--- src/shared/fpvc_regs.svh ---
`ifndef FPVC_REGS_SVH
`define FPVC_REGS_SVH

`define FPVC_SP_EXP_W 8
`define FPVC_SP_FRAC_W 23
`define FPVC_DP_EXP_W 11
`define FPVC_DP_FRAC_W 52
`define FPVC_SP_BIAS 11'h07F
`define FPVC_DP_BIAS 11'h3FF
`define FPVC_SP_SIGN_BIT 31
`define FPVC_SP_EXP_HI 30
`define FPVC_SP_EXP_LO 23
`define FPVC_SP_FRAC_HI 22
`define FPVC_DP_SIGN_BIT 63
`define FPVC_DP_EXP_HI 62
`define FPVC_DP_EXP_LO 52
`define FPVC_DP_FRAC_HI 51
`define FPVC_SP_QNAN_FRAC 23'h600000
`define FPVC_DP_QNAN_FRAC 52'hC000000000000
`define FPVC_SP_EXP_ONES 8'hFF
`define FPVC_DP_EXP_ONES 11'h7FF

`endif

--- src/shared/fpvc_pkg.sv ---
package fpvc_pkg;

  typedef enum logic [5:0] {
    FPVC_CLS_NORMAL = 6'h01,
    FPVC_CLS_DENORM = 6'h02,
    FPVC_CLS_ZERO = 6'h04,
    FPVC_CLS_INF = 6'h08,
    FPVC_CLS_SNAN = 6'h10,
    FPVC_CLS_QNAN = 6'h20
  } fpvc_class_t;

  typedef struct packed {
    logic sign;
    logic [10:0] bexp;
    logic [51:0] frac;
  } fpvc_fields_t;

  typedef struct packed {
    logic valid;
    logic dbl;
    logic [7:0] reg_a;
    logic [31:0] word0;
    logic [31:0] word1;
  } fpvc_operand_t;

  typedef struct packed {
    fpvc_class_t cls;
    fpvc_fields_t fields;
    logic signed [12:0] unb_exp;
  } fpvc_info_t;

  typedef struct packed {
    logic valid;
    logic dbl;
    logic nan_out;
    logic invalid;
    logic trap;
    logic misalign;
    logic zero_equal;
    logic [63:0] value;
  } fpvc_result_t;

endpackage

--- src/rtl/fpvc_classifier.sv ---
`timescale 1ns/10ps
`include "fpvc_regs.svh"
// Summary of operation
// RL1: single normal: 1.frac times two^(bexp-127)
// RL2: double normal: 1.frac times two^(bexp-1023)
// RL3: double needs even then next odd register
// RL4: nan: exponent all ones, fraction nonzero
// RL5: fraction msb one quiet, zero signaling
// RL6: signaling nan input raises invalid operation
// RL7: nan results are default quiet nan only
// RL8: reserved-operand enable turns nan into trap
// RL9: infinity: exponent ones, fraction zero, signed
// RL10: denormal: zero exponent, nonzero fraction, accepted
// RL11: tiny results kept denormal, not flushed
// RL12: zero either sign; zeros compare equal
// RL13: fields 1/8/23 single, 1/11/52 double
module fpvc_classifier (
  // clock and reset
  input wire logic i_mclk,
  input wire logic i_rst_n,
  // control
  input wire logic i_rsvd_op_en,
  input wire logic i_op_invalid,
  // operands
  input fpvc_pkg::fpvc_operand_t i_opa,
  input fpvc_pkg::fpvc_operand_t i_opb,
  input wire logic [7:0] i_opa_reg1,
  input wire logic [7:0] i_opb_reg1,
  // candidate result from the arithmetic path
  input wire logic [63:0] i_arith_value,
  // outputs
  output fpvc_pkg::fpvc_result_t o_result,
  output fpvc_pkg::fpvc_class_t o_cls_a,
  output fpvc_pkg::fpvc_class_t o_cls_b,
  output logic signed [12:0] o_exp_a,
  output logic signed [12:0] o_exp_b
);
  import fpvc_pkg::*;

  fpvc_info_t info_a;
  fpvc_info_t info_b;
  logic mis_a;
  logic mis_b;
  logic snan_a;
  logic snan_b;
  logic qnan_a;
  logic qnan_b;
  logic nan_a;
  logic nan_b;
  logic zero_a;
  logic zero_b;
  logic any_valid;
  logic dbl;
  logic snan_in;
  logic nan_in;
  logic invalid;
  logic [63:0] sp_qnan;
  logic [63:0] dp_qnan;
  logic valid_nxt;
  logic dbl_nxt;
  logic nan_out_nxt;
  logic invalid_nxt;
  logic trap_nxt;
  logic misalign_nxt;
  logic zero_equal_nxt;
  logic [63:0] value_nxt;
  fpvc_class_t cls_a_nxt;
  fpvc_class_t cls_b_nxt;
  logic signed [12:0] exp_a_nxt;
  logic signed [12:0] exp_b_nxt;
  logic valid_r;
  logic dbl_r;
  logic nan_out_r;
  logic invalid_r;
  logic trap_r;
  logic misalign_r;
  logic zero_equal_r;
  logic [63:0] value_r;
  fpvc_class_t cls_a_r;
  fpvc_class_t cls_b_r;
  logic signed [12:0] exp_a_r;
  logic signed [12:0] exp_b_r;

  fpvc_decode u_dec_a (
    .i_dbl(i_opa.dbl),
    .i_word0(i_opa.word0),
    .i_word1(i_opa.word1),
    .o_info(info_a)
  );

  fpvc_decode u_dec_b (
    .i_dbl(i_opb.dbl),
    .i_word0(i_opb.word0),
    .i_word1(i_opb.word1),
    .o_info(info_b)
  );

  fpvc_align u_al_a (
    .i_dbl(i_opa.dbl),
    .i_reg0(i_opa.reg_a),
    .i_reg1(i_opa_reg1),
    .o_misalign(mis_a)
  );

  fpvc_align u_al_b (
    .i_dbl(i_opb.dbl),
    .i_reg0(i_opb.reg_a),
    .i_reg1(i_opb_reg1),
    .o_misalign(mis_b)
  );

  // operand a flags; an idle operand never counts
  always_comb begin
    snan_a = i_opa.valid && (info_a.cls == FPVC_CLS_SNAN); // [RL5]
    qnan_a = i_opa.valid && (info_a.cls == FPVC_CLS_QNAN); // [RL5]
    nan_a = snan_a || qnan_a; // [RL4]
    zero_a = i_opa.valid && (info_a.cls == FPVC_CLS_ZERO); // [RL12]
  end

  // operand b flags
  always_comb begin
    snan_b = i_opb.valid && (info_b.cls == FPVC_CLS_SNAN); // [RL5]
    qnan_b = i_opb.valid && (info_b.cls == FPVC_CLS_QNAN); // [RL5]
    nan_b = snan_b || qnan_b; // [RL4]
    zero_b = i_opb.valid && (info_b.cls == FPVC_CLS_ZERO); // [RL12]
  end

  // format follows operand a while a is offered, otherwise operand b
  always_comb begin
    any_valid = i_opa.valid || i_opb.valid;
    dbl = i_opa.valid ? i_opa.dbl : i_opb.dbl;
  end

  always_comb begin
    snan_in = snan_a || snan_b;
    nan_in = nan_a || nan_b;
    // quiet nan input alone is not invalid
    invalid = snan_in || i_op_invalid; // [RL6]
  end

  // sign of the default nan left clear
  always_comb begin
    sp_qnan = {32'h0, 1'b0, `FPVC_SP_EXP_ONES,
               `FPVC_SP_QNAN_FRAC}; // [RL7]
    dp_qnan = {1'b0, `FPVC_DP_EXP_ONES, `FPVC_DP_QNAN_FRAC}; // [RL7]
  end

  // valid stays low while no operand is offered; dbl still follows operand b
  always_comb begin
    valid_nxt = any_valid;
    dbl_nxt = dbl;
  end

  always_comb begin
    nan_out_nxt = any_valid && (invalid || nan_in); // [RL7]
    invalid_nxt = any_valid && invalid; // [RL6]
    trap_nxt = any_valid && nan_in && i_rsvd_op_en; // [RL8]
  end

  // placement only matters for double operands
  always_comb begin
    misalign_nxt = (i_opa.valid && mis_a) || (i_opb.valid && mis_b); // [RL3]
  end

  // sign ignored, so both zeros compare equal
  always_comb begin
    zero_equal_nxt = zero_a && zero_b; // [RL12]
  end

  // arithmetic value passes untouched so denormals are not flushed
  always_comb begin
    value_nxt = 64'h0;
    if (any_valid && (invalid || nan_in)) begin
      if (dbl) begin
        value_nxt = dp_qnan; // [RL7]
      end else begin
        value_nxt = sp_qnan; // [RL7]
      end
    end else if (any_valid) begin
      value_nxt = i_arith_value; // [RL11]
    end
  end

  // classes and exponents update every cycle, idle or not
  always_comb begin
    cls_a_nxt = info_a.cls; // [RL4] [RL9] [RL10] [RL12]
    cls_b_nxt = info_b.cls;
  end

  always_comb begin
    exp_a_nxt = info_a.unb_exp; // [RL1] [RL2] [RL10]
    exp_b_nxt = info_b.unb_exp;
  end

  // one register per field, each straight to an output
  always_ff @(posedge i_mclk) begin
    if (!i_rst_n) begin
      valid_r <= 1'b0;
    end else begin
      valid_r <= valid_nxt;
    end
  end

  always_ff @(posedge i_mclk) begin
    if (!i_rst_n) begin
      dbl_r <= 1'b0;
    end else begin
      dbl_r <= dbl_nxt;
    end
  end

  always_ff @(posedge i_mclk) begin
    if (!i_rst_n) begin
      nan_out_r <= 1'b0;
    end else begin
      nan_out_r <= nan_out_nxt; // [RL7]
    end
  end

  always_ff @(posedge i_mclk) begin
    if (!i_rst_n) begin
      invalid_r <= 1'b0;
    end else begin
      invalid_r <= invalid_nxt; // [RL6]
    end
  end

  // trap rides along; the quiet nan is still returned
  always_ff @(posedge i_mclk) begin
    if (!i_rst_n) begin
      trap_r <= 1'b0;
    end else begin
      trap_r <= trap_nxt; // [RL8]
    end
  end

  always_ff @(posedge i_mclk) begin
    if (!i_rst_n) begin
      misalign_r <= 1'b0;
    end else begin
      misalign_r <= misalign_nxt; // [RL3]
    end
  end

  always_ff @(posedge i_mclk) begin
    if (!i_rst_n) begin
      zero_equal_r <= 1'b0;
    end else begin
      zero_equal_r <= zero_equal_nxt; // [RL12]
    end
  end

  // value clears while idle, never stale
  always_ff @(posedge i_mclk) begin
    if (!i_rst_n) begin
      value_r <= 64'h0;
    end else begin
      value_r <= value_nxt; // [RL11]
    end
  end

  always_ff @(posedge i_mclk) begin
    if (!i_rst_n) begin
      cls_a_r <= FPVC_CLS_ZERO;
    end else begin
      cls_a_r <= cls_a_nxt;
    end
  end

  always_ff @(posedge i_mclk) begin
    if (!i_rst_n) begin
      cls_b_r <= FPVC_CLS_ZERO;
    end else begin
      cls_b_r <= cls_b_nxt;
    end
  end

  // denormals carry one minus the bias
  always_ff @(posedge i_mclk) begin
    if (!i_rst_n) begin
      exp_a_r <= '0;
    end else begin
      exp_a_r <= exp_a_nxt; // [RL10]
    end
  end

  always_ff @(posedge i_mclk) begin
    if (!i_rst_n) begin
      exp_b_r <= '0;
    end else begin
      exp_b_r <= exp_b_nxt;
    end
  end

  assign o_result = {valid_r, dbl_r, nan_out_r, invalid_r, trap_r,
                     misalign_r, zero_equal_r, value_r};
  assign o_cls_a = cls_a_r;
  assign o_cls_b = cls_b_r;
  assign o_exp_a = exp_a_r;
  assign o_exp_b = exp_b_r;
endmodule

--- src/rtl/fpvc_decode.sv ---
`timescale 1ns/10ps
`include "fpvc_regs.svh"
module fpvc_decode (
  // operand
  input wire logic i_dbl,
  input wire logic [31:0] i_word0,
  input wire logic [31:0] i_word1,
  // decoded
  output fpvc_pkg::fpvc_info_t o_info
);
  import fpvc_pkg::*;

  logic all_ones;
  logic exp_zero;
  logic frac_nz;
  logic frac_msb;

  always_comb begin
    o_info = '0;
    if (i_dbl) begin
      // sign and exponent come from the first word
      o_info.fields.sign = i_word0[`FPVC_DP_SIGN_BIT - 32];
      o_info.fields.bexp = i_word0[`FPVC_DP_EXP_HI - 32:`FPVC_DP_EXP_LO - 32];
      o_info.fields.frac = {i_word0[`FPVC_DP_FRAC_HI - 32:0], i_word1}; // [RL13]
      all_ones = (o_info.fields.bexp == `FPVC_DP_EXP_ONES);
      // [RL2]
      o_info.unb_exp = $signed({2'b00, o_info.fields.bexp})
                       - $signed({2'b00, `FPVC_DP_BIAS});
      frac_msb = o_info.fields.frac[`FPVC_DP_FRAC_HI];
    end else begin
      o_info.fields.sign = i_word0[`FPVC_SP_SIGN_BIT];
      o_info.fields.bexp = {3'h0, i_word0[`FPVC_SP_EXP_HI:`FPVC_SP_EXP_LO]};
      o_info.fields.frac = {29'h0, i_word0[`FPVC_SP_FRAC_HI:0]}; // [RL13]
      all_ones = (o_info.fields.bexp[7:0] == `FPVC_SP_EXP_ONES);
      // [RL1]
      o_info.unb_exp = $signed({2'b00, o_info.fields.bexp})
                       - $signed({2'b00, `FPVC_SP_BIAS});
      frac_msb = o_info.fields.frac[`FPVC_SP_FRAC_HI];
    end
    exp_zero = (o_info.fields.bexp == 11'h000);
    frac_nz = |o_info.fields.frac;
    if (all_ones && frac_nz) begin
      // sign ignored for nan
      o_info.cls = frac_msb ? FPVC_CLS_QNAN : FPVC_CLS_SNAN; // [RL4] [RL5]
    end else if (all_ones) begin
      o_info.cls = FPVC_CLS_INF; // [RL9]
    end else if (exp_zero && frac_nz) begin
      // denormal exponent is one minus bias
      o_info.cls = FPVC_CLS_DENORM; // [RL10] [RL11]
      o_info.unb_exp = o_info.unb_exp + 13'sh0001;
    end else if (exp_zero) begin
      o_info.cls = FPVC_CLS_ZERO; // [RL12]
    end else begin
      o_info.cls = FPVC_CLS_NORMAL;
    end
  end
endmodule

--- src/rtl/fpvc_align.sv ---
`timescale 1ns/10ps
module fpvc_align (
  // register numbers
  input wire logic i_dbl,
  input wire logic [7:0] i_reg0,
  input wire logic [7:0] i_reg1,
  // flag
  output logic o_misalign
);
  import fpvc_pkg::*;

  always_comb begin
    o_misalign = 1'b0;
    if (i_dbl) begin
      // first word even, second the next odd one
      o_misalign = i_reg0[0] || (i_reg1 != (i_reg0 | 8'h01)); // [RL3]
    end
  end
endmodule

--- config.mk ---
export PLATFORM = sky130hd
export DESIGN_NAME = fpvc_classifier
export DESIGN_NICKNAME = d
export VERILOG_FILES = /design/src/shared/fpvc_pkg.sv /design/src/rtl/fpvc_classifier.sv /design/src/rtl/fpvc_decode.sv /design/src/rtl/fpvc_align.sv
export VERILOG_INCLUDE_DIRS = /design/src /design/src/shared
export SDC_FILE = /design/constraint.sdc
export NUM_CORES = 1
export LEC_CHECK = 0
export ABC_AREA = 1
export BUFFER_PORTS_ARGS = -buffer_cell sky130_fd_sc_hd__buf_4
export CELL_PAD_IN_SITES_DETAIL_PLACEMENT = 1
export CELL_PAD_IN_SITES_GLOBAL_PLACEMENT = 2
export CORE_MARGIN = 3
export CORE_UTILIZATION = 22
export CTS_CLUSTER_SIZE = 16
export DETAILED_ROUTE_END_ITERATION = 16
export MAX_ROUTING_LAYER = met4
export PLACE_DENSITY_LB_ADDON = 0.1
export SYNTH_ARGS = -nofsm -noshare
export SYNTH_HDL_FRONTEND = slang
export SYNTH_HIERARCHICAL = 1
export SYNTH_SLANG_ARGS = --single-unit
--- constraint.sdc ---
create_clock -name i_mclk -period 2.7 [get_ports i_mclk]
set_clock_uncertainty 0.05 [all_clocks]
set_input_delay 0.405 -clock i_mclk [delete_from_list [all_inputs] [get_ports i_mclk]]
set_output_delay 0.405 -clock i_mclk [all_outputs]
set_load 0.02 [all_outputs]
# == Yosys cells after proc, flatten, opt, wreduce, memory -nomap -nowiden ==
# Index checks and enable logic that the tools add are counted.
# word_totals
word_cells,89
romBits,0
out_inout_bits,109
n_memories,0
latchBits,0
input_bits,232
mem_bits_rw,0
reg_bits,109
# op_classes
div,0
n_lt_le_gt_ge,0
n_mux,28
add_sub_neg,6
multipliers,0
shift,0
n_bitwise,0
reduce_logical,31
n_eq_ne,12
# op_table
operator,n
2-to-1 mux 76 bit,2
2-to-1 mux 64 bit,2
OR reduction 52 bit,2
2-to-1 mux 13 bit,6
2-to-1 mux 63 bit,1
2-to-1 mux 6 bit,8
"adder 13 x 2 -> 13 bit, second input constant",2
"subtractor 11 x 10 -> 12 bit, second input constant",2
"equality test 11 bit, second input constant",2
logical NOT 11 bit,2
"subtractor 8 x 7 -> 9 bit, second input constant",2
logical AND 1 bit,17
"equality test 8 bit, second input constant",2
!= test 8 bit,2
"equality test 6 x 3 -> 1 bit, second input constant",2
"equality test 6 x 5 -> 1 bit, second input constant",2
"equality test 6 bit, second input constant",2
logical OR 1 bit,10
2-to-1 mux 1 bit,7
2-to-1 mux 3 bit,2

# == Depth between registers and ports, before layout ==
# depth
word_depth,14
ltp_mapped,20

# == Cells and area by module ==
# Netlist, hierarchy kept.
# modules_own_cells
module,seq_area_each_um2,instances,area_each_um2,cells_each
fpvc_decode,0.0,2,1816.7,412
fpvc_classifier,2182.1,1,3553.4,432
fpvc_align,0.0,2,165.2,44

# == Worst setup path before layout ==
# No wires, ideal clock.
# synth_path
kind,input port to flip-flop
start,input port i_opa[72] in the netlist's numbering
end,register value_r[0]
slack_ns,0.215
cell_stages,16
arrival_ns,2.371
path_buffers,3
t_required_ns,2.586
cell_sequence,inv_1 buf_4 buf_4 nand4_1 o21ai_0 nand4_1 nor3b_1 inv_1 nand3_1 nor2_1 nor2_2 nand3_1 nand2_2 nand2_2 buf_6 nor2_1
# synth_lines
element,line_no,text
"start, declared",fpvc_classifier.sv:25,"input fpvc_pkg::fpvc_operand_t i_opa,"
"end signal, assigned",fpvc_classifier.sv:258,value_r <= value_nxt;
"end, declared",fpvc_classifier.sv:78,logic [63:0] value_r;

==> results.yml <==
cts:
  root_buffer: "clkbuf_16"
  cts_tree: "yes"
  h-tree-depth: 3
  cts_buffer_depth: 2
  path_clk_slew_ns: 0.09
  cts_buffers: 9
  cts_sinks: 109
placement:
  hpwl_um: 24000
  routabilityCongestion: 0.822
  numPortBuffers: 338
drt:
  routedWlPerCell_um: 14.0
  drc: 0
  drt-total-wl_um: 29400
  route.vias.total: 8601
  drt_iter0_drc: 272
  vias_per_cell: 4.10
  firstDrtPassIters: 5
  postRouteAntennaNets: 0
floorplanning:
  io_pins: 341
  die_width_um: 187
  die_area_um2: 35100
  coreArea_um2: 32000
  std_cell_rows: 65
  start_util: 0.226
  fp.dieH_um: 187
timing:
  worst_pin_slew_ns: 0.766
  setup_violations: 0
  drv_slew: 0
  relSlewSlack: 0.489
  whs_ns: 0.215
  fmax_mhz: 399
  tns_ns: 0
  period_share: 0.929
  hold_viol_final: 0
  min_period_ns: 2.51
final_layout:
  insertedDiodeCount: 0
  nets: 1898
  drive_gt1_frac: 0.306
  final_cell_mix: "nand2_1 (472), buf_4 (414), inv_1 (249)"
  area.growth.synth_to_final_pct: 55.9
  final_common_cell: "nand2_1"
  n_fill_cell: 4209
pwr:
  p_sw_mw: 1.37
  p_leak_nw: 6.62
  pwr-share-comb: 0.292
  ir_drop_mv: 0.261
  swShare: 0.311
  p_int_mw: 3.04
  powerDensity_nw_per_um2: 392
  p_clk_frac: 0.318
  p_seq_frac: 0.390
yosys:
  avgSynthCellArea_um2: 5.69
  syn-cell-area_um2: 7230
  synthCells: 1270
  yosys_warnings: 6
  syn-num-nets: 1508
global_route:
  grt_pass1_wl_um: 45100
  antenna_found_initial: 0
  track_usage: 0.163
  grt_start_max_net_pins: 58
  grt_overflow: 0
  grt_pass1_vias: 8543
worst_setup_path:
  required_ns: 2.90
  path_cells: "buf_6, inv_4, buf_12, buf_4, nand2_1, nand2_1, nor2_1, nand2_1, nor2_1, nand3_2, o21bai_4, inv_2, nor2_4, nand2_2, nor2_2, nor2_2, nand3_1, nand2_4, nand2_8, clkbuf_16, nor2_1"
  critPathMaxFanout: 14
  cpPeakStageDelay_ns: 0.20
  start_kind: "input port"
  path_class: "in -> reg"
  critPathArrivalTime_ns: 2.70
  worstSetupEndpointType: "register"
  cp_slowest_cell: "o21bai_4"
flow_run:
  max-cap-violations: 0
status:
  run_status: "completed"
worst_hold_path:
  hold_class: "in -> reg"
-- per-layer routing --
layer / wire (µm) / vias to the layer above / global-route usage
li1: - / 4526 / -
met1: 13600 / 3812 / 0.208
met2: 13700 / 251 / 0.270
met3: 1870 / 12 / 0.0311
met4: 218 / 0 / 0.0288
met5: 0 / - / -
-- worst max-delay path, delay by kind of cell --
kind / cells / cell delay [ns]
AND/OR/NAND/NOR: 14 / 1.33
buffers and inverters: 6 / 0.72
AO/OA/AOI/OAI: 1 / 0.20
-- what timing repair did --
item / CTS / global route
hold buffers: 0 / 0
resized for setup: 0 / 46
setup endpoints to repair: 0 / 66
setup buffers: 0 / 4
-- stage by stage --
stage	area [µm²]	util	std cells	total power [mW]	setup WS [ns]
final	11300	0.352	2099	4.41	0.193
after floorplan	7230	-	1270	2.39	0.215
after global placement	10600	0.332	2075	3.01	-0.250
after detailed placement	10600	0.332	2075	3.02	-0.333
after global routing	11300	0.352	2099	4.70	-0.0363
after CTS	10900	0.342	2090	4.47	0.0420
-- final cells by class --
class                      count  area (µm²)  share of cell area
clock inverter                 6        78.8             0.00700
inverter                     259         975              0.0865
multi-input combinational    850        3810               0.338
timing repair buffer         431        3450               0.306
sequential                   109        2180               0.194
tap                          435         544              0.0483
clock buffer                   9         225              0.0200
-- state kept, by name, summed over array words and instances, names as in the netlist, 6 cells and up --
register / count
o_cls_a: 6
o_exp_b: 13
value_r: 64
o_exp_a: 13
o_cls_b: 6
-- worst paths after layout --
path / start / end / slack [ns] / cells after the start
worst min-delay path: i_arith_value[32] / value_r[32] / 0.22 / 3
worst max-delay path: i_opa[72] / value_r[18] / 0.19 / 21
-- power groups by stage --
stage               logic [mW]  registers, mW  clock network [mW]
finish                    1.29           1.72                1.40
global route              1.44           1.73                1.53
CTS                       1.27           1.72                1.48
detailed placement        1.26           1.76                   0
global placement          1.25           1.76                   0
floorplan                0.526           1.86                   0
Power figures use the tool's default switching activity.
